**config.mk**
```make
export PLATFORM = sky130hd
export DESIGN_NAME = load_switch_enable_sequencer
export DESIGN_NICKNAME = d
export VERILOG_FILES = /design/src/design/sequencer_pkg.sv /design/src/design/two_stage_sync.sv /design/src/design/edge_delay_timer.sv /design/src/design/load_switch_enable_sequencer.sv
export SDC_FILE = /design/constraint.sdc
export NUM_CORES = 1
export LEC_CHECK = 0
export BUFFER_PORTS_ARGS = -buffer_cell sky130_fd_sc_hd__buf_2
export CORE_ASPECT_RATIO = 1.5
export CORE_MARGIN = 2
export CORE_UTILIZATION = 64
export CTS_BUF_LIST = sky130_fd_sc_hd__clkbuf_16
export DETAILED_ROUTE_END_ITERATION = 8
export HOLD_SLACK_MARGIN = 0.12
export PLACE_DENSITY = 0.88
export SYNTH_ARGS = -nofsm -noshare
export SYNTH_HDL_FRONTEND = slang
export SYNTH_SLANG_ARGS = --single-unit
```
**constraint.sdc**
```tcl
create_clock -name clk -period 6.7 [get_ports clk]
set_input_delay 0.67 -clock clk [delete_from_list [all_inputs] [get_ports clk]]
set_output_delay 0.67 -clock clk [all_outputs]
set_load 0.03 [all_outputs]
```
**src/design/sequencer_pkg.sv**
```systemverilog
// Constants, field layouts and carrier types for the load-switch enable sequencer
package sequencer_pkg;

  // ----------------------------------------
  // Register offsets and reset values
  // ----------------------------------------
  localparam logic [7:0] OFFSET_MASK_A = 8'h22;
  localparam logic [7:0] OFFSET_SOURCE_THRESHOLD = 8'h23;
  localparam logic [7:0] OFFSET_EDGE_DELAYS = 8'h24;
  localparam logic [7:0] RESET_MASK_A = 8'h00;
  localparam logic [7:0] RESET_SOURCE_THRESHOLD = 8'h80;
  localparam logic [7:0] RESET_EDGE_DELAYS = 8'h00;
  localparam logic [7:0] UNMAPPED_READ = 8'h00;

  // ----------------------------------------
  // Field positions
  // ----------------------------------------
  localparam int MASK_LIN_A_TWO_BIT = 7;
  localparam int MASK_CONV_A_ONE_BIT = 6;
  localparam int MASK_STEP_DOWN_HI = 5;
  localparam int MASK_STEP_DOWN_LO = 0;
  localparam int MASK_SHARED_RAIL_BIT = 1;
  localparam int MASK_LIN_A_THREE_BIT = 0;
  localparam int THRESHOLD_HI = 6;
  localparam int THRESHOLD_LO = 5;
  localparam int SOURCE_HI = 4;
  localparam int SOURCE_LO = 2;
  localparam int TURN_OFF_HI = 5;
  localparam int TURN_OFF_LO = 3;
  localparam int TURN_ON_HI = 2;
  localparam int TURN_ON_LO = 0;

  // ----------------------------------------
  // Enable source codes
  // ----------------------------------------
  typedef enum logic [2:0] {
    SRC_CONTROL_ONE = 3'h0,
    SRC_CONTROL_TWO = 3'h1,
    SRC_CONTROL_FIVE = 3'h2,
    SRC_CONTROL_FOUR = 3'h3,
    SRC_CONTROL_THREE = 3'h4,
    SRC_THREE_AND_FOUR = 3'h5,
    SRC_CONTROL_SIX = 3'h6,
    SRC_ALWAYS_ON = 3'h7
  } enable_source_type;

  // ----------------------------------------
  // Timing
  // ----------------------------------------
  localparam int CLOCK_PERIOD_NS = 25;
  localparam int MILLISECOND_NS = 1000000;
  localparam int CYCLES_PER_MS = MILLISECOND_NS / CLOCK_PERIOD_NS;
  localparam int COUNT_W = 22;
  localparam int DELAY_MS_W = 7;
  localparam int DELAY_TOLERANCE_PERCENT = 10;

  // Delay code to milliseconds; code 7 is 64 ms for both edges
  function automatic logic [DELAY_MS_W-1:0] delay_ms(input logic [2:0] code);
    logic [DELAY_MS_W-1:0] ms;
    ms = 7'h00;
    case (code)
      3'h0: ms = 7'h00;
      3'h1: ms = 7'h02;
      3'h2: ms = 7'h04;
      3'h3: ms = 7'h08;
      3'h4: ms = 7'h10;
      3'h5: ms = 7'h18;
      3'h6: ms = 7'h20;
      default: ms = 7'h40;
    endcase
    return ms;
  endfunction

  // ----------------------------------------
  // Carriers
  // ----------------------------------------
  typedef struct packed {
    logic lin_a_two;
    logic conv_a_one;
    logic [5:0] step_down;
    logic shared_rail;
    logic lin_a_three;
  } rail_good_type;

  typedef struct packed {
    logic wr;
    logic [7:0] addr;
    logic [7:0] wdata;
  } reg_write_type;

endpackage

```
**src/design/two_stage_sync.sv**
```systemverilog
// Two flip-flop synchroniser for a bundle of asynchronous levels
`timescale 1ns/1ps
module two_stage_sync #(
  parameter int WIDTH = 1
) (
  // Clock and reset
  input wire logic clk,
  input wire logic rst,
  // Levels
  input wire logic [WIDTH-1:0] async_in,
  output logic [WIDTH-1:0] sync_out
);

  // ----------------------------------------
  // Per-bit stages
  // ----------------------------------------
  genvar i;
  generate
    for (i = 0; i < WIDTH; i++) begin : g_bit
      logic first_q;
      logic second_q;
      // First stage feeds only the second stage
      always_ff @(posedge clk or posedge rst) begin
        if (rst) begin
          first_q <= 1'b0;
          second_q <= 1'b0;
        end else begin
          first_q <= async_in[i];
          second_q <= first_q;
        end
      end
      assign sync_out[i] = second_q;
    end
  endgenerate

endmodule // two_stage_sync

```
**src/design/edge_delay_timer.sv**
```systemverilog
// Level follower that delays rising and falling edges by separate counts
`timescale 1ns/1ps
module edge_delay_timer #(
  parameter int COUNT_W = 22
) (
  // Clock and reset
  input wire logic clk,
  input wire logic rst,
  // Level and delays in cycles
  input wire logic level_in,
  input wire logic [COUNT_W-1:0] rise_cycles,
  input wire logic [COUNT_W-1:0] fall_cycles,
  // Delayed level
  output logic level_q
);

  logic level_d;
  logic [COUNT_W-1:0] count_q;
  logic [COUNT_W-1:0] count_d;
  logic [COUNT_W-1:0] target;

  // Count while input differs from output; a glitch back restarts the wait
  always_comb begin
    level_d = level_q;
    count_d = '0;
    target = level_in ? rise_cycles : fall_cycles;
    if (level_in != level_q) begin
      if (count_d == target || count_q + 1'b1 >= target) begin
        level_d = level_in;
      end else begin
        count_d = count_q + 1'b1;
      end
    end
  end

  // Registers
  always_ff @(posedge clk or posedge rst) begin
    if (rst) begin
      level_q <= 1'b0;
      count_q <= '0;
    end else begin
      level_q <= level_d;
      count_q <= count_d;
    end
  end

endmodule // edge_delay_timer

```
**src/design/load_switch_enable_sequencer.sv**
```systemverilog
// Enable qualification, edge delays and register file of one load-switch rail
`timescale 1ns/1ps

// Behaviour
// - Bit 7 of the mask register at 0 makes linear regulator A2 power good part of the enable.
// - Bit 6 of the mask register at 0 makes converter A1 power good part of the enable.
// - Bits 5 to 0 of the mask register at 0 make step-down rails six to one part of the enable.
// - Bit 1 of the source register at 0 makes the shared rail power good part of the enable.
// - Bit 0 of the source register at 0 makes linear regulator A3 power good part of the enable.
// - Source field codes 0 to 6 pick control 1, 2, 5, 4, 3, 3 and 4 together, or 6.
// - Source code 7 feeds a constant one so no control pin is needed.
// - Threshold field codes pick 1.5 V, 1.8 V, 2.5 V and 3.3 V in order.
// - The falling edge is delayed by 0, 2, 4, 8, 16, 24, 32 or 64 ms per the turn-off field.
// - The rising edge is delayed by 0, 2, 4, 8, 16, 24, 32 or 64 ms per the turn-on field.
// - Every programmed delay may deviate from nominal by up to ten percent.
module load_switch_enable_sequencer #(
  parameter int CYCLES_PER_MS = sequencer_pkg::CYCLES_PER_MS
) (
  // Clock and reset
  input wire logic clk,
  input wire logic rst,
  // Register port
  input wire sequencer_pkg::reg_write_type reg_write,
  input wire logic [7:0] reg_read_addr,
  output logic [7:0] reg_read_data_q,
  // Control pins, index 0 is control one
  input wire logic [5:0] control_in,
  // Power good of the other rails
  input wire sequencer_pkg::rail_good_type rail_good,
  // Switch and monitor outputs
  output logic load_switch_b_one_enable_q,
  output logic qualified_enable_q,
  output logic [1:0] power_good_threshold_field_q
);

  // ----------------------------------------
  // Register file
  // ----------------------------------------
  logic [7:0] mask_a_q;
  logic [7:0] mask_a_d;
  logic [7:0] source_threshold_q;
  logic [7:0] source_threshold_d;
  logic [7:0] edge_delays_q;
  logic [7:0] edge_delays_d;
  logic [7:0] read_d;

  // Writes to the three mapped offsets
  always_comb begin
    mask_a_d = mask_a_q;
    source_threshold_d = source_threshold_q;
    edge_delays_d = edge_delays_q;
    if (reg_write.wr) begin
      if (reg_write.addr == sequencer_pkg::OFFSET_MASK_A) begin
        mask_a_d = reg_write.wdata;
      end else if (reg_write.addr == sequencer_pkg::OFFSET_SOURCE_THRESHOLD) begin
        source_threshold_d = reg_write.wdata;
      end else if (reg_write.addr == sequencer_pkg::OFFSET_EDGE_DELAYS) begin
        edge_delays_d = reg_write.wdata;
      end
    end
  end

  // Read mux, registered; unmapped offsets read zero
  always_comb begin
    read_d = sequencer_pkg::UNMAPPED_READ;
    if (reg_read_addr == sequencer_pkg::OFFSET_MASK_A) begin
      read_d = mask_a_q;
    end else if (reg_read_addr == sequencer_pkg::OFFSET_SOURCE_THRESHOLD) begin
      read_d = source_threshold_q;
    end else if (reg_read_addr == sequencer_pkg::OFFSET_EDGE_DELAYS) begin
      read_d = edge_delays_q;
    end
  end

  always_ff @(posedge clk or posedge rst) begin
    if (rst) begin
      mask_a_q <= sequencer_pkg::RESET_MASK_A;
      source_threshold_q <= sequencer_pkg::RESET_SOURCE_THRESHOLD;
      edge_delays_q <= sequencer_pkg::RESET_EDGE_DELAYS;
      reg_read_data_q <= sequencer_pkg::UNMAPPED_READ;
    end else begin
      mask_a_q <= mask_a_d;
      source_threshold_q <= source_threshold_d;
      edge_delays_q <= edge_delays_d;
      reg_read_data_q <= read_d;
    end
  end

  // ----------------------------------------
  // Input synchronisers
  // ----------------------------------------
  logic [5:0] control_sync;
  sequencer_pkg::rail_good_type good_sync;

  two_stage_sync #(.WIDTH(6)) u_control_sync (
    .clk(clk),
    .rst(rst),
    .async_in(control_in),
    .sync_out(control_sync)
  );

  two_stage_sync #(.WIDTH($bits(sequencer_pkg::rail_good_type))) u_good_sync (
    .clk(clk),
    .rst(rst),
    .async_in(rail_good),
    .sync_out(good_sync)
  );

  // ----------------------------------------
  // Enable qualification
  // ----------------------------------------
  sequencer_pkg::enable_source_type enable_source_field;
  logic selected_control;
  logic goods_met;
  logic qualified_d;
  logic [1:0] threshold_d;

  assign enable_source_field = sequencer_pkg::enable_source_type'(
    source_threshold_q[sequencer_pkg::SOURCE_HI:sequencer_pkg::SOURCE_LO]);

  // Control pin selector
  always_comb begin
    selected_control = 1'b0;
    case (enable_source_field)
      sequencer_pkg::SRC_CONTROL_ONE: selected_control = control_sync[0];
      sequencer_pkg::SRC_CONTROL_TWO: selected_control = control_sync[1];
      sequencer_pkg::SRC_CONTROL_FIVE: selected_control = control_sync[4];
      sequencer_pkg::SRC_CONTROL_FOUR: selected_control = control_sync[3];
      sequencer_pkg::SRC_CONTROL_THREE: selected_control = control_sync[2];
      sequencer_pkg::SRC_THREE_AND_FOUR: selected_control = control_sync[2] & control_sync[3];
      sequencer_pkg::SRC_CONTROL_SIX: selected_control = control_sync[5];
      sequencer_pkg::SRC_ALWAYS_ON: selected_control = 1'b1;
      default: selected_control = 1'b0;
    endcase
  end

  // A set mask bit forces its term true
  always_comb begin
    goods_met = 1'b1;
    goods_met = goods_met &
      (good_sync.lin_a_two | mask_a_q[sequencer_pkg::MASK_LIN_A_TWO_BIT]);
    goods_met = goods_met &
      (good_sync.conv_a_one | mask_a_q[sequencer_pkg::MASK_CONV_A_ONE_BIT]);
    goods_met = goods_met & (&(good_sync.step_down |
      mask_a_q[sequencer_pkg::MASK_STEP_DOWN_HI:sequencer_pkg::MASK_STEP_DOWN_LO]));
    goods_met = goods_met & (good_sync.shared_rail |
      source_threshold_q[sequencer_pkg::MASK_SHARED_RAIL_BIT]);
    goods_met = goods_met & (good_sync.lin_a_three |
      source_threshold_q[sequencer_pkg::MASK_LIN_A_THREE_BIT]);
    qualified_d = selected_control & goods_met;
    threshold_d = source_threshold_q[sequencer_pkg::THRESHOLD_HI:sequencer_pkg::THRESHOLD_LO];
  end

  always_ff @(posedge clk or posedge rst) begin
    if (rst) begin
      qualified_enable_q <= 1'b0;
      power_good_threshold_field_q <= 2'h0;
    end else begin
      qualified_enable_q <= qualified_d;
      power_good_threshold_field_q <= threshold_d;
    end
  end

  // ----------------------------------------
  // Edge delays
  // ----------------------------------------
  logic [sequencer_pkg::DELAY_MS_W-1:0] turn_on_ms;
  logic [sequencer_pkg::DELAY_MS_W-1:0] turn_off_ms;
  logic [sequencer_pkg::COUNT_W-1:0] rise_cycles;
  logic [sequencer_pkg::COUNT_W-1:0] fall_cycles;

  // Field code to cycles, exact nominal so well inside the tolerance
  always_comb begin
    turn_on_ms = sequencer_pkg::delay_ms(
      edge_delays_q[sequencer_pkg::TURN_ON_HI:sequencer_pkg::TURN_ON_LO]);
    turn_off_ms = sequencer_pkg::delay_ms(
      edge_delays_q[sequencer_pkg::TURN_OFF_HI:sequencer_pkg::TURN_OFF_LO]);
    rise_cycles = sequencer_pkg::COUNT_W'(32'(turn_on_ms) * CYCLES_PER_MS);
    fall_cycles = sequencer_pkg::COUNT_W'(32'(turn_off_ms) * CYCLES_PER_MS);
  end

  // Switch follows the qualified enable after the edge delay
  edge_delay_timer #(.COUNT_W(sequencer_pkg::COUNT_W)) u_delay (
    .clk(clk),
    .rst(rst),
    .level_in(qualified_enable_q),
    .rise_cycles(rise_cycles),
    .fall_cycles(fall_cycles),
    .level_q(load_switch_b_one_enable_q)
  );

endmodule // load_switch_enable_sequencer

```
==> After elaboration in Yosys (flattened, before gate mapping) <==
Index checks and enable logic that the tools add are counted.
{ "word_totals": {"output_inout_bits": 12, "regBits": 90} }
{ "classes": {"multipliers": 2, "reduce_logical": 10, "n_eq_ne": 26, "bitwise_logic": 13, "mux": 9, "n_addsub": 1, "n_lt_le_gt_ge": 1} }
{ "ops": {"columns": ["cell", "n"], "rows": [
  ["$pmux W7 S7", 2],
  ["$mux W22", 3],
  ["$eq A8 B6 Y1 const B", 6],
  ["$mul A7 B10 Y16 const B", 2],
  ["$eq A3 B3 Y1 const B", 10],
  ["$mux W8", 3],
  ["$add A22 B1 Y22 const B", 1],
  ["$ge A22 B22 Y1", 1],
  ["$logic_not A22 Y1", 1],
  ["$eq A3 B2 Y1 const B", 6],
  ["$eq A3 B1 Y1 const B", 3],
  ["$logic_not A3 Y1", 3],
  ["$pmux W1 S8", 1],
  ["$and A1 B1 Y1", 6],
  ["$or A6 B6 Y6", 1],
  ["$reduce_and A6 Y1", 1],
  ["$or A1 B1 Y1", 4],
  ["$reduce_and A2 Y1", 2],
  ["$reduce_and A4 Y1", 1],
  ["$reduce_and A3 Y1", 1],
  ["$not A1 Y1", 2],
  ["$logic_or A1 B1 Y1", 1],
  ["$ne A1 B1 Y1", 1]
]} }

==> Longest topological paths before layout <==
Gate-level depths: netlist of run 1.
{ "logic_depth": {"ltp_word": 8, "depth_mapped": 24} }

==> By module <==
Synthesis of run 1 repeated with hierarchy kept, for this count alone.
{ "unflattened": {"cells_unflattened": 495, "hier_area_um2": 5695.5} }
{ "by_module_without_submodules": {"columns": ["module", "seq_area_each_um2", "cells_each", "instances", "area_per_inst_um2"], "rows": [
  ["load_switch_enable_sequencer", 877.1, 243, 1, 2763.9],
  ["edge_delay_timer", 575.6, 202, 1, 2003.2],
  ["two_stage_sync at u_good_sync", 500.5, 31, 1, 579.3],
  ["two_stage_sync at u_control_sync", 300.3, 19, 1, 349.1]
]} }

==> Least setup slack after synthesis of run 1 <==
Ideal clock, no wire load.
{ "synth_path": {"kind": "flip-flop to flip-flop", "startpoint": "reg edge_delays_q[5]", "endpoint": "reg u_delay.count_q[12]", "synth_period_minus_slack_ps": 4626, "arrival_time_ps": 4557, "path_stages_with_launch": 24, "path_slack_ps": 2074, "path_cell_list": "dfrtp_1 -> buf_2 -> clkbuf_1 -> and3_1 -> ha_1 -> ha_1 -> inv_1 -> fa_1 -> inv_1 -> ha_1 -> inv_1 -> fa_1 -> nand3b_1 -> o211ai_1 -> xor2_1 -> mux2i_1 -> ha_1 -> a211o_1 -> a21oi_1 -> o21ai_0 -> o2111ai_2 -> nand4_2 -> buf_6 -> nor2b_2"} }
{ "synth_via": {"elab_chain_len": 8} }
{ "synth_lines": {"columns": ["item", "line", "text"], "rows": [
  ["start, declared", "load_switch_enable_sequencer.sv:43", "logic [7:0] edge_delays_q;"],
  ["start signal, assigned", "load_switch_enable_sequencer.sv:79", "edge_delays_q <= sequencer_pkg::RESET_EDGE_DELAYS;"],
  ["start signal, assigned", "load_switch_enable_sequencer.sv:84", "edge_delays_q <= edge_delays_d;"],
  ["$eq A3 B3 Y1, or another cell as far along", "sequencer_pkg.sv:61", "case (code)"],
  ["$pmux W7 S7 *", "sequencer_pkg.sv:61", null],
  ["$mul A7 B10 Y16 *", "load_switch_enable_sequencer.sv:179", "fall_cycles = sequencer_pkg::COUNT_W'(32'(turn_off_ms) * CYCLES_PER_MS);"],
  ["$mux W22 *", "edge_delay_timer.sv:26", "target = level_in ? rise_cycles : fall_cycles;"],
  ["$ge A22 B22 Y1 / $logic_not A22 Y1 (equally long branches)", "edge_delay_timer.sv:28", "if (count_d == target || count_q + 1'b1 >= target) begin"],
  ["$logic_or A1 B1 Y1 *", "edge_delay_timer.sv:28", null],
  ["$mux W22 *", "edge_delay_timer.sv:28", null],
  ["$mux W22 *", "edge_delay_timer.sv:27", "if (level_in != level_q) begin"],
  ["named net u_delay.count_d[12]", "edge_delay_timer.sv:19", "logic [COUNT_W-1:0] count_d;"],
  ["end signal, assigned", "edge_delay_timer.sv:43", "count_q <= count_d;"],
  ["end, declared", "edge_delay_timer.sv:18", "logic [COUNT_W-1:0] count_q;"]
]} }
The timed path passes the listed nets; every way through them passes the cells marked *.
A chain may end at the register's enable or synchronous reset.

==> Worst setup path in the final report of run 1 <==
{ "layout_path": {"startpoint": "reg edge_delays_q[0]", "endpoint": "reg u_delay.count_q[0]"} }
{ "layout_via": {"elab_chain_len": 8} }
{ "layout_lines": {"columns": ["item", "line", "text"], "rows": [
  ["$eq A3 B3 Y1, or another cell as far along", "sequencer_pkg.sv:61", null],
  ["$pmux W7 S7 *", "sequencer_pkg.sv:61", null],
  ["$mul A7 B10 Y16 *", "load_switch_enable_sequencer.sv:178", "rise_cycles = sequencer_pkg::COUNT_W'(32'(turn_on_ms) * CYCLES_PER_MS);"],
  ["$mux W22 *", "edge_delay_timer.sv:26", null],
  ["$ge A22 B22 Y1 / $logic_not A22 Y1 (equally long branches)", "edge_delay_timer.sv:28", null],
  ["$logic_or A1 B1 Y1 *", "edge_delay_timer.sv:28", null],
  ["$mux W22 *", "edge_delay_timer.sv:28", null],
  ["$mux W22 *", "edge_delay_timer.sv:27", null],
  ["named net u_delay.count_d[0]", "edge_delay_timer.sv:19", null]
]} }
Marks and branches as above.

==> results of run 1 <==
## worst paths after layout
check / end / slack (ns) / start / cells after the start
hold reg to reg: u_control_sync.g_bit[0].second_q / 0.35 / u_control_sync.g_bit[0].first_q / 0
setup / recovery: u_delay.count_q[0] / 1.17 / edge_delays_q[0] / 21
min in group clk: u_control_sync.g_bit[0].second_q / 0.35 / u_control_sync.g_bit[0].first_q / 0
max in group asynchronous: power_good_threshold_field_q[0] / 5.28 / rst / 3
setup reg to reg: u_delay.count_q[0] / 1.17 / edge_delays_q[0] / 21
hold / removal: u_delay.count_q[11] / 0.26 / rst / 2
## cell type report
| cell class | instances | area [sq um] | share of cell area (%) |
|---|---|---|---|
| multi-input combinational | 365 | 2910 | 48.7 |
| clock inverter | 7 | 67.6 | 1.13 |
| timing repair buffer | 57 | 293 | 4.90 |
| sequential | 90 | 2250 | 37.7 |
| inverter | 25 | 95.1 | 1.59 |
| tap | 105 | 131 | 2.20 |
| clock buffer | 9 | 225 | 3.77 |
## sequential cells by signal (all words and copies together) (netlist names), 6 cells and up
name                           count
u_delay.count_q                   22
u_good_sync.g_bit.first_q         10
u_good_sync.g_bit.second_q        10
u_control_sync.g_bit.second_q      6
mask_a_q                           8
edge_delays_q                      8
source_threshold_q                 8
u_control_sync.g_bit.first_q       6
reg_read_data_q                    8
## power by group
group          total, W  internal [W]  switching, W
logic          0.000199     0.0000843      0.000114
registers      0.000578      0.000562     0.0000169
clock network  0.000488      0.000287      0.000201
total           0.00127      0.000933      0.000332
## worst reg2reg max path: stages, from the launching register on
cell and delay, ns:
dfrtp_1 0.53, nand2b_1 0.27, nor2_1 0.18, ha_1 0.26, ha_1 0.28, inv_1 0.05, fa_1 0.48, inv_1 0.04
ha_1 0.30, inv_1 0.07, fa_1 0.44, nand3b_1 0.17, o211ai_1 0.12, xor2_1 0.17, mux2i_1 0.11, ha_1 0.24
a211o_1 0.30, a21oi_1 0.10, o21ai_0 0.11, o2111ai_2 0.24, nand4_2 0.64, nor2_1 0.34
## metrics by stage
step / utilization (%) / worst slack, ns / cells / hold WS (ns) / total power [W]
CTS: 74.1 / 1.18 / 658 / 0.263 / 0.00127
global route: 74.1 / 0.758 / 658 / 0.276 / 0.00132
floorplan: - / 2.07 / 500 / 0.331 / 0.000724
detailed placement: 70.5 / 1.21 / 642 / 0.335 / 0.000784
global placement: 70.5 / 1.46 / 642 / 0.332 / 0.000774
finish: 74.1 / 1.17 / 658 / 0.258 / 0.00127
## cells by family after synthesis
group	synth area share, %
other	0.0699
and+or+nand+nor	17.5
adders and majority gates	14.8
DFF	42.0
AOI/OAI and AO/OA	8.02
buffers and inverters	3.89
xor gates and xnor gates	4.90
muxes	8.79
## cells in the mapped netlist (all sizes together) (7+ instances only)
master,instances,area (sq um)
and2,11,68.8
mux2i,19,190
mux2,25,282
nand2,33,124
nand3,17,97.6
dfrtp,89,2230
o21ai,19,95.1
nand4,7,50.1
clkbuf,8,31.3
nor4,7,71.3
nor2b,17,141
buf,12,83.8
a21oi,14,70.1
inv,25,93.8
nor2,33,129
xor2,13,114
nor3,13,65.1
xnor2,17,149
ha,54,676
## cells in the final DEF (no fill, tap or decap), types with 11 or more instances in the layout
master,count
nor3_1,13
nor2b_2,11
nand2_1,33
buf_2,54
inv_1,24
a21oi_1,14
dfrtp_1,89
mux2i_1,19
ha_1,54
nand3_1,16
o21ai_0,19
mux2_2,24
nor2_1,31
and2_1,11
xnor2_1,17
xor2_1,13
## layer usage
metal  track usage [%]  wire (microns)  vias up
met2              51.9            6370      122
met3              5.18             436       51
li1                  -               -     1857
met5                 0               0        -
met4              16.5             634        0
met1              28.8            4340     1924
==> impl_results.md, run 1 <==
* I/O pin count at 55
* Post CTS Setup Buffer Count at 0
* Slew HR at 38.0%
* Cts hold-fix bufs at 0
* Final Hold Vio Count at 0
* Status: finished, final reports clean
* Skew-Pair Late Insertion Delay at 0.34 ns
* CTS clk-pin slew, worst paths at 0.07 ns
* Slew Limit Fails at 0
* Maxcap violations at 0
* Gate Count Post-Synth at 499
* CTS-repair resized insts at 0
* DIE HEIGHT at 116 microns
* GRT Total Usage at 27.9%
* Number of global-route vias before repair at 4227
* Final Critical Period at 5.53 ns
* Peak VDD IR at 0.285 mV
* Post-DP HPWL at 8790 microns
* Final-report setup violation count at 0
* Crit Path Category: register to register
* Unique masters post-synth at 59
* Initial core utilization at 66.6%
* EDFF count, synth at 0
* Post-synthesis sequential area ratio at 42.0%
* Largest net degree at the start of global routing at 75
* Worst path bufs/invs at 3
* DRC at 0
* Routed wire per std cell at 17.9 microns
* Critical path's slowest cell: nand4_2
* Number of synthesized register bits at 90
* CP required at 6.93 ns
* PD cells at 212 nW/um^2
* First-pass GRT wire length at 19300 microns
* Clock tree buffer depth at 2
* RSZ-0062 raised after global routing: no
* # port buffers at 54
* Setup Skew at 0.00980 ns
* Slew @ Worst Pin at 0.930 ns
* CP peak stage delay at 0.64 ns
* Vias at 3954
* Area Overhead vs Synth at 11.3%
* Delay-heaviest family, CP: adder cells
* Initial drt markers at 207
* Final instance area at 5970 sq um
* Vias per cell at 6.01
* Syn Area/Cell at 10.8 sq um
* Placeable Area at 8060 sq um
* Row count at 40
* Nets at 651
* CTS root buffer: clkbuf_16
* # H-tree levels at 3
* Ant diodes at 0
* Gpl congestion at 0.968
* Area after DPL at 5680 sq um
* Post-synthesis cell area at 5370 sq um
* Worst-path maximum fanout at 22
* Crit. End Element: register
* Worst Hold Class: input port to async pin
* Die area at 9150 sq um
* Ys flop type: dfrtp_1
* YS warnings at 0
* Num CTS Buffers at 9
* Post-Route WL at 11800 microns
* Max frequency at 181 MHz
* TritonRoute pass-1 iters at 4
* CP cell instances: nand2b_1 -> nor2_1 -> ha_1 -> ha_1 -> inv_1 -> fa_1 -> inv_1 -> ha_1 -> inv_1 -> fa_1 -> nand3b_1 -> o211ai_1 -> xor2_1 -> mux2i_1 -> ha_1 -> a211o_1 -> a21oi_1 -> o21ai_0 -> o2111ai_2 -> nand4_2 -> nor2_1
* Remaining Overflow, GRT at 0
* Layout cell share with drive strength beyond 1 at 21.5%
* Initial antenna violation count at 0
* Clock Sinks at 90
* Detail Route Antenna Nets at 0
* Fillers at 521
* Die W at 78.8 microns
* Asr flop ratio synth at 100%
* CP most frequent cell: ha_1
* Final worst path period share at 82.6%
* WP data arrival at 5.77 ns
* CTS tree: yes
* Leakage at 2.91 nW
* CP Launch Type: register
* Setup tns final at 0 ns
Note: power is estimated with default switching activity, not from simulation.
==> run 2, diff against run 1 <==
--- a/config.mk
+++ b/config.mk
@@ -8,11 +8,11 @@
 export BUFFER_PORTS_ARGS = -buffer_cell sky130_fd_sc_hd__buf_2
 export CORE_ASPECT_RATIO = 1.5
 export CORE_MARGIN = 2
-export CORE_UTILIZATION = 64
+export CORE_UTILIZATION = 60
 export CTS_BUF_LIST = sky130_fd_sc_hd__clkbuf_16
 export DETAILED_ROUTE_END_ITERATION = 8
 export HOLD_SLACK_MARGIN = 0.12
-export PLACE_DENSITY = 0.88
+export PLACE_DENSITY = 0.83
 export SYNTH_ARGS = -nofsm -noshare
 export SYNTH_HDL_FRONTEND = slang
 export SYNTH_SLANG_ARGS = --single-unit
==> constraint.sdc (replaced) <==
create_clock -name clk -period 5.7 [get_ports clk]
set_input_delay 0.57 -clock clk [delete_from_list [all_inputs] [get_ports clk]]
set_output_delay 0.57 -clock clk [all_outputs]
set_load 0.03 [all_outputs]
==> impl_results.md, run 2 (synthesis results as in run 1) <==
* Ant diodes at 0
* Area Overhead vs Synth at 12.0%
* CTS root buffer: clkbuf_16
* Peak VDD IR at 0.393 mV
* CP most frequent cell: ha_1
* CP required at 5.97 ns
* Placed cell count at 648
* Most frequent cells in the layout: dfrtp_1 (89), ha_1 (54), buf_2 (54), nand2_1 (33), nor2_1 (31)
* I/O pin count at 55
* Slew HR at 28.2%
* Crit. End Element: register
* Crit Path Category: register to register
* Skew-Pair Late Insertion Delay at 0.34 ns
* Worst path bufs/invs at 4
* GRT Total Usage at 25.5%
* CTS tree: yes
* Cts hold-fix bufs at 0
* Nets at 652
* First-pass GRT wire length at 18800 microns
* Clock tree buffer depth at 2
* TritonRoute pass-1 iters at 6
* Row count at 42
* Worst Hold Class: input port to register
* Number of flip-flops under the largest register name at 22
* Final worst path period share at 90.9%
* Final instance area at 6010 sq um
* Vias per cell at 5.84
* Post-Route WL at 11500 microns
* CP Launch Type: register
* PD cells at 256 nW/um^2
* Vias at 3880
* Placeable Area at 8780 sq um
* Gpl congestion at 0.978
* Final Critical Period at 5.18 ns
* Status: finished, final reports clean
* Die W at 81.2 microns
* Post CTS Setup Buffer Count at 0
* Critical path's slowest cell: dfrtp_1
* CTS clk-pin slew, worst paths at 0.06 ns
* Remaining Overflow, GRT at 0
* Biggest register: u_delay.count_q
* Leakage at 2.93 nW
* Fillers at 632
* WP data arrival at 5.45 ns
* Number of global-route vias before repair at 4156
* Final-report setup violation count at 0
* Final Worst Setup Slack at 0.517 ns
* Slew @ Worst Pin at 1.08 ns
* Area after DPL at 5690 sq um
* Layout cell share with drive strength beyond 1 at 21.8%
* Initial antenna violation count at 0
* Detail Route Antenna Nets at 0
* Max frequency at 193 MHz
* DRC at 0
* Initial core utilization at 61.1%
* Routed wire per std cell at 17.3 microns
* Fin cells at 664
* Pre-CTS setup slack at 0.635 ns
* CTS-repair resized insts at 0
* CP peak stage delay at 0.63 ns
* Die area at 9730 sq um
* Largest net degree at the start of global routing at 91
* Final Hold Vio Count at 0
* RSZ-0062 raised after global routing: no
* Largest registers: u_delay.count_q (22), u_good_sync.g_bit.first_q (10), u_good_sync.g_bit.second_q (10)
* Final Util at 68.5%
* Slew Limit Fails at 0
* Maxcap violations at 0
* DIE HEIGHT at 120 microns
* CP cell instances: nand2b_1 -> nor2_1 -> ha_1 -> ha_1 -> inv_1 -> fa_1 -> inv_1 -> ha_1 -> inv_1 -> fa_1 -> nand3b_1 -> o211ai_1 -> xor2_1 -> mux2i_1 -> ha_1 -> a211o_1 -> a21oi_1 -> o21ai_0 -> o2111ai_2 -> nand4_2 -> buf_4 -> nor2b_1
* Delay-heaviest family, CP: adder cells
* # port buffers at 54
* Post-DP HPWL at 8400 microns
* Initial drt markers at 239
* Num CTS Buffers at 9
* # H-tree levels at 3
* Setup Skew at 0.0117 ns
* Clock Sinks at 90
* Worst-path maximum fanout at 22
* Setup tns final at 0 ns
* Most common cell after layout, fill and taps aside: dfrtp_1
## run 2: report_power, final
group | internal [W] | leakage (nW) | switching [W]
clock network | 0.000384 | 0.158 | 0.000241
registers | 0.000660 | 1.16 | 0.0000203
logic | 0.0000991 | 1.61 | 0.000133
## run 2: cell type report
type / count / area, sq um / area share (%)
Clock buffer: 9 / 225 / 3.75
Timing Repair Buffer: 58 / 300 / 5.00
Sequential cell: 90 / 2250 / 37.5
Inverter: 25 / 95.1 / 1.58
Multi-Input combinational cell: 365 / 2910 / 48.4
Clock inverter: 7 / 91.3 / 1.52
Tap cell: 110 / 138 / 2.29
## run 2: worst reg2reg max path, delay by kind of cell, from the launching register on
family                   cells  cell delay (ns)
AO/OA/AOI/OAI                5             0.94
XOR/XNOR                     1             0.18
adder cells (fa/ha/maj)      6             2.01
buffers and inverters        4             0.40
flip-flops                   1             0.63
multiplexers                 1             0.13
AND/OR/NAND/NOR              5             0.83
## run 2: worst paths after layout
check	to	start	slack, ns	depth (start not counted)
worst max-delay path	u_delay.count_q[21]	edge_delays_q[1]	0.52	22
worst min-delay path	u_control_sync.g_bit[1].first_q	control_in[1]	0.33	1
worst max register to register	u_delay.count_q[21]	edge_delays_q[1]	0.52	22
worst min register to register	u_control_sync.g_bit[5].second_q	u_control_sync.g_bit[5].first_q	0.34	0
max in group asynchronous	reg_read_data_q[4]	rst	4.44	3
min in group asynchronous	u_delay.count_q[14]	rst	0.56	3
## run 2: metrics by stage
step / power, W / hold WS [ns]
3_5_place_dp: 0.000918 / 0.335
3_3_place_gp: 0.000909 / 0.332
2_1_floorplan: 0.000851 / 0.331
5_1_grt: 0.00161 / 0.324
6_report: 0.00154 / 0.331
4_1_cts: 0.00154 / 0.325
## run 2: metal layers
| layer | part of all wire (%) | up-vias | global-route usage, % |
|---|---|---|---|
| met4 | 3.9 | 0 | 13.8 |
| met1 | 38 | 1888 | 27.4 |
| met3 | 3.1 | 38 | 3.53 |
| li1 | - | 1848 | - |
| met5 | 0 | - | 0 |
| met2 | 55 | 106 | 46.6 |
==> run 3, diff against run 2 <==
--- a/config.mk
+++ b/config.mk
@@ -8,11 +8,12 @@
 export BUFFER_PORTS_ARGS = -buffer_cell sky130_fd_sc_hd__buf_2
 export CORE_ASPECT_RATIO = 1.5
 export CORE_MARGIN = 2
-export CORE_UTILIZATION = 60
+export CORE_UTILIZATION = 64
 export CTS_BUF_LIST = sky130_fd_sc_hd__clkbuf_16
 export DETAILED_ROUTE_END_ITERATION = 8
 export HOLD_SLACK_MARGIN = 0.12
-export PLACE_DENSITY = 0.83
+export PLACE_DENSITY = 0.88
+export SKIP_LAST_GASP = 1
 export SYNTH_ARGS = -nofsm -noshare
 export SYNTH_HDL_FRONTEND = slang
 export SYNTH_SLANG_ARGS = --single-unit
==> constraint.sdc (replaced) <==
create_clock -name clk -period 6.25 [get_ports clk]
set_input_delay 0.625 -clock clk [delete_from_list [all_inputs] [get_ports clk]]
set_output_delay 0.625 -clock clk [all_outputs]
set_load 0.03 [all_outputs]
==> impl_results.md, run 3 (synthesis results as in run 1) <==
* Maxcap violations at 0
* Register area at 2250 sq um
* Final instance area at 5980 sq um
* CP Launch Type: register
* I/O pin count at 55
* DRC at 0
* DIE HEIGHT at 116 microns
* Skew-Pair Late Insertion Delay at 0.33 ns
* Most frequent cells in the layout: dfrtp_1 (89), ha_1 (54), buf_2 (54), nand2_1 (33), nor2_1 (31)
* Number of global-route vias before repair at 4250
* Worst-path maximum fanout at 22
* Crit. End Element: register
* Die W at 78.8 microns
* WP data arrival at 5.44 ns
* CP required at 6.51 ns
* Layout cell share with drive strength beyond 1 at 21.7%
* TritonRoute pass-1 iters at 4
* Largest net degree at the start of global routing at 91
* CTS root buffer: clkbuf_16
* CP peak stage delay at 0.64 ns
* Final Hold Vio Count at 0
* Nets at 652
* Number of flip-flops under the largest register name at 22
* Setup Skew at 0.00539 ns
* Final Worst Setup Slack at 1.07 ns
* Final worst path period share at 82.9%
* Num CTS Buffers at 9
* RSZ-0062 raised after global routing: no
* Final Critical Period at 5.18 ns
* Initial core utilization at 66.6%
* Cts hold-fix bufs at 0
* Post CTS Setup Buffer Count at 0
* Largest registers: u_delay.count_q (22), u_good_sync.g_bit.first_q (10), u_good_sync.g_bit.second_q (10)
* Fin cells at 659
* CP cell instances: nor2b_1 -> buf_4 -> ha_1 -> ha_1 -> inv_1 -> fa_1 -> inv_1 -> ha_1 -> inv_1 -> fa_1 -> nand3b_1 -> o211ai_1 -> xor2_1 -> mux2i_1 -> ha_1 -> a211o_1 -> a21oi_1 -> o21ai_0 -> o2111ai_2 -> nand4_2 -> buf_4 -> nor2b_1
* Clock Sinks at 90
* Row count at 40
* Crit Path Category: register to register
* CTS-repair resized insts at 0
* Pre-CTS setup slack at 1.18 ns
* Peak VDD IR at 0.271 mV
* Gpl congestion at 1.01
* Worst Hold Class: register to register
* Slew Limit Fails at 0
* Area of the multi-input gates at 2910 sq um
* PD cells at 228 nW/um^2
* CP most frequent cell: ha_1
* Vias per cell at 5.98
* Remaining Overflow, GRT at 0
* Die area at 9150 sq um
* Clock tree buffer depth at 2
* Detail Route Antenna Nets at 0
* Vias at 3941
* Area after DPL at 5690 sq um
* Critical path's slowest cell: dfrtp_1
* Final-report setup violation count at 0
* Most common cell after layout, fill and taps aside: dfrtp_1
* CTS tree: yes
* Initial drt markers at 219
* Area Overhead vs Synth at 11.5%
* # H-tree levels at 3
* First-pass GRT wire length at 19700 microns
* Leakage at 2.92 nW
* GRT Total Usage at 28.5%
* Routed wire per std cell at 18.4 microns
* Ant diodes at 0
* Slew @ Worst Pin at 1.08 ns
* Initial antenna violation count at 0
* Placeable Area at 8060 sq um
* Post-DP HPWL at 8560 microns
* Placed cell count at 643
* Slew HR at 28.2%
* Max frequency at 193 MHz
* Fillers at 528
* CTS clk-pin slew, worst paths at 0.06 ns
* Post-Route WL at 12100 microns
* Setup tns final at 0 ns
* Biggest register: u_delay.count_q
* # port buffers at 54
* Status: finished, final reports clean
[run 3: area by class of cell]
cell class	count	share of cell area (%)
clock inverter	7	1.15
inverter	25	1.59
tap	105	2.20
sequential	90	37.7
multi-input combinational	365	48.6
clock buffer	9	3.77
timing repair buffer	58	5.02
[run 3: report_power, final]
| group | internal (W) | total [W] | switching [W] |
|---|---|---|---|
| sequential | 0.000602 | 0.000621 | 0.0000194 |
| combinational | 0.0000914 | 0.000219 | 0.000128 |
| clock | 0.000309 | 0.000525 | 0.000216 |
| total | 0.00100 | 0.00137 | 0.000363 |
[run 3: worst paths after layout]
kind,startpoint,end,slack (ns),depth (start not counted)
worst min register to register,u_good_sync.g_bit[4].first_q,u_good_sync.g_bit[4].second_q,0.35,0
worst min-delay path,u_good_sync.g_bit[4].first_q,u_good_sync.g_bit[4].second_q,0.35,0
min in group asynchronous,rst,u_delay.count_q[15],0.63,3
worst max register to register,edge_delays_q[5],u_delay.count_q[8],1.07,22
max in group asynchronous,rst,mask_a_q[7],4.94,3
worst max-delay path,edge_delays_q[5],u_delay.count_q[8],1.07,22
[run 3: stage by stage]
step	utilization, %	hold slack [ns]	total power [W]
final	74.2	0.348	0.00137
after global routing	74.2	0.353	0.00142
after CTS	74.2	0.348	0.00137
after detailed placement	70.6	0.335	0.000843
after global placement	70.6	0.333	0.000834
after floorplan	-	0.331	0.000776
[run 3: metal layers]
metal	GRT usage (%)	up-vias	routed length (microns)
met3	4.71	48	485
met5	0	-	0
met1	30.0	1889	4400
met4	16.7	0	602
met2	53.0	148	6650
li1	-	1856	-
[run 3: worst max-delay path: cells and delay by family (launching register included)]
kind,cells,cell delay (ns)
xor+xnor,1,0.28
fa+ha+maj,6,1.97
simple gates,4,0.61
buf+inv,5,0.58
compound gates,5,0.87
flops,1,0.64
mux,1,0.15
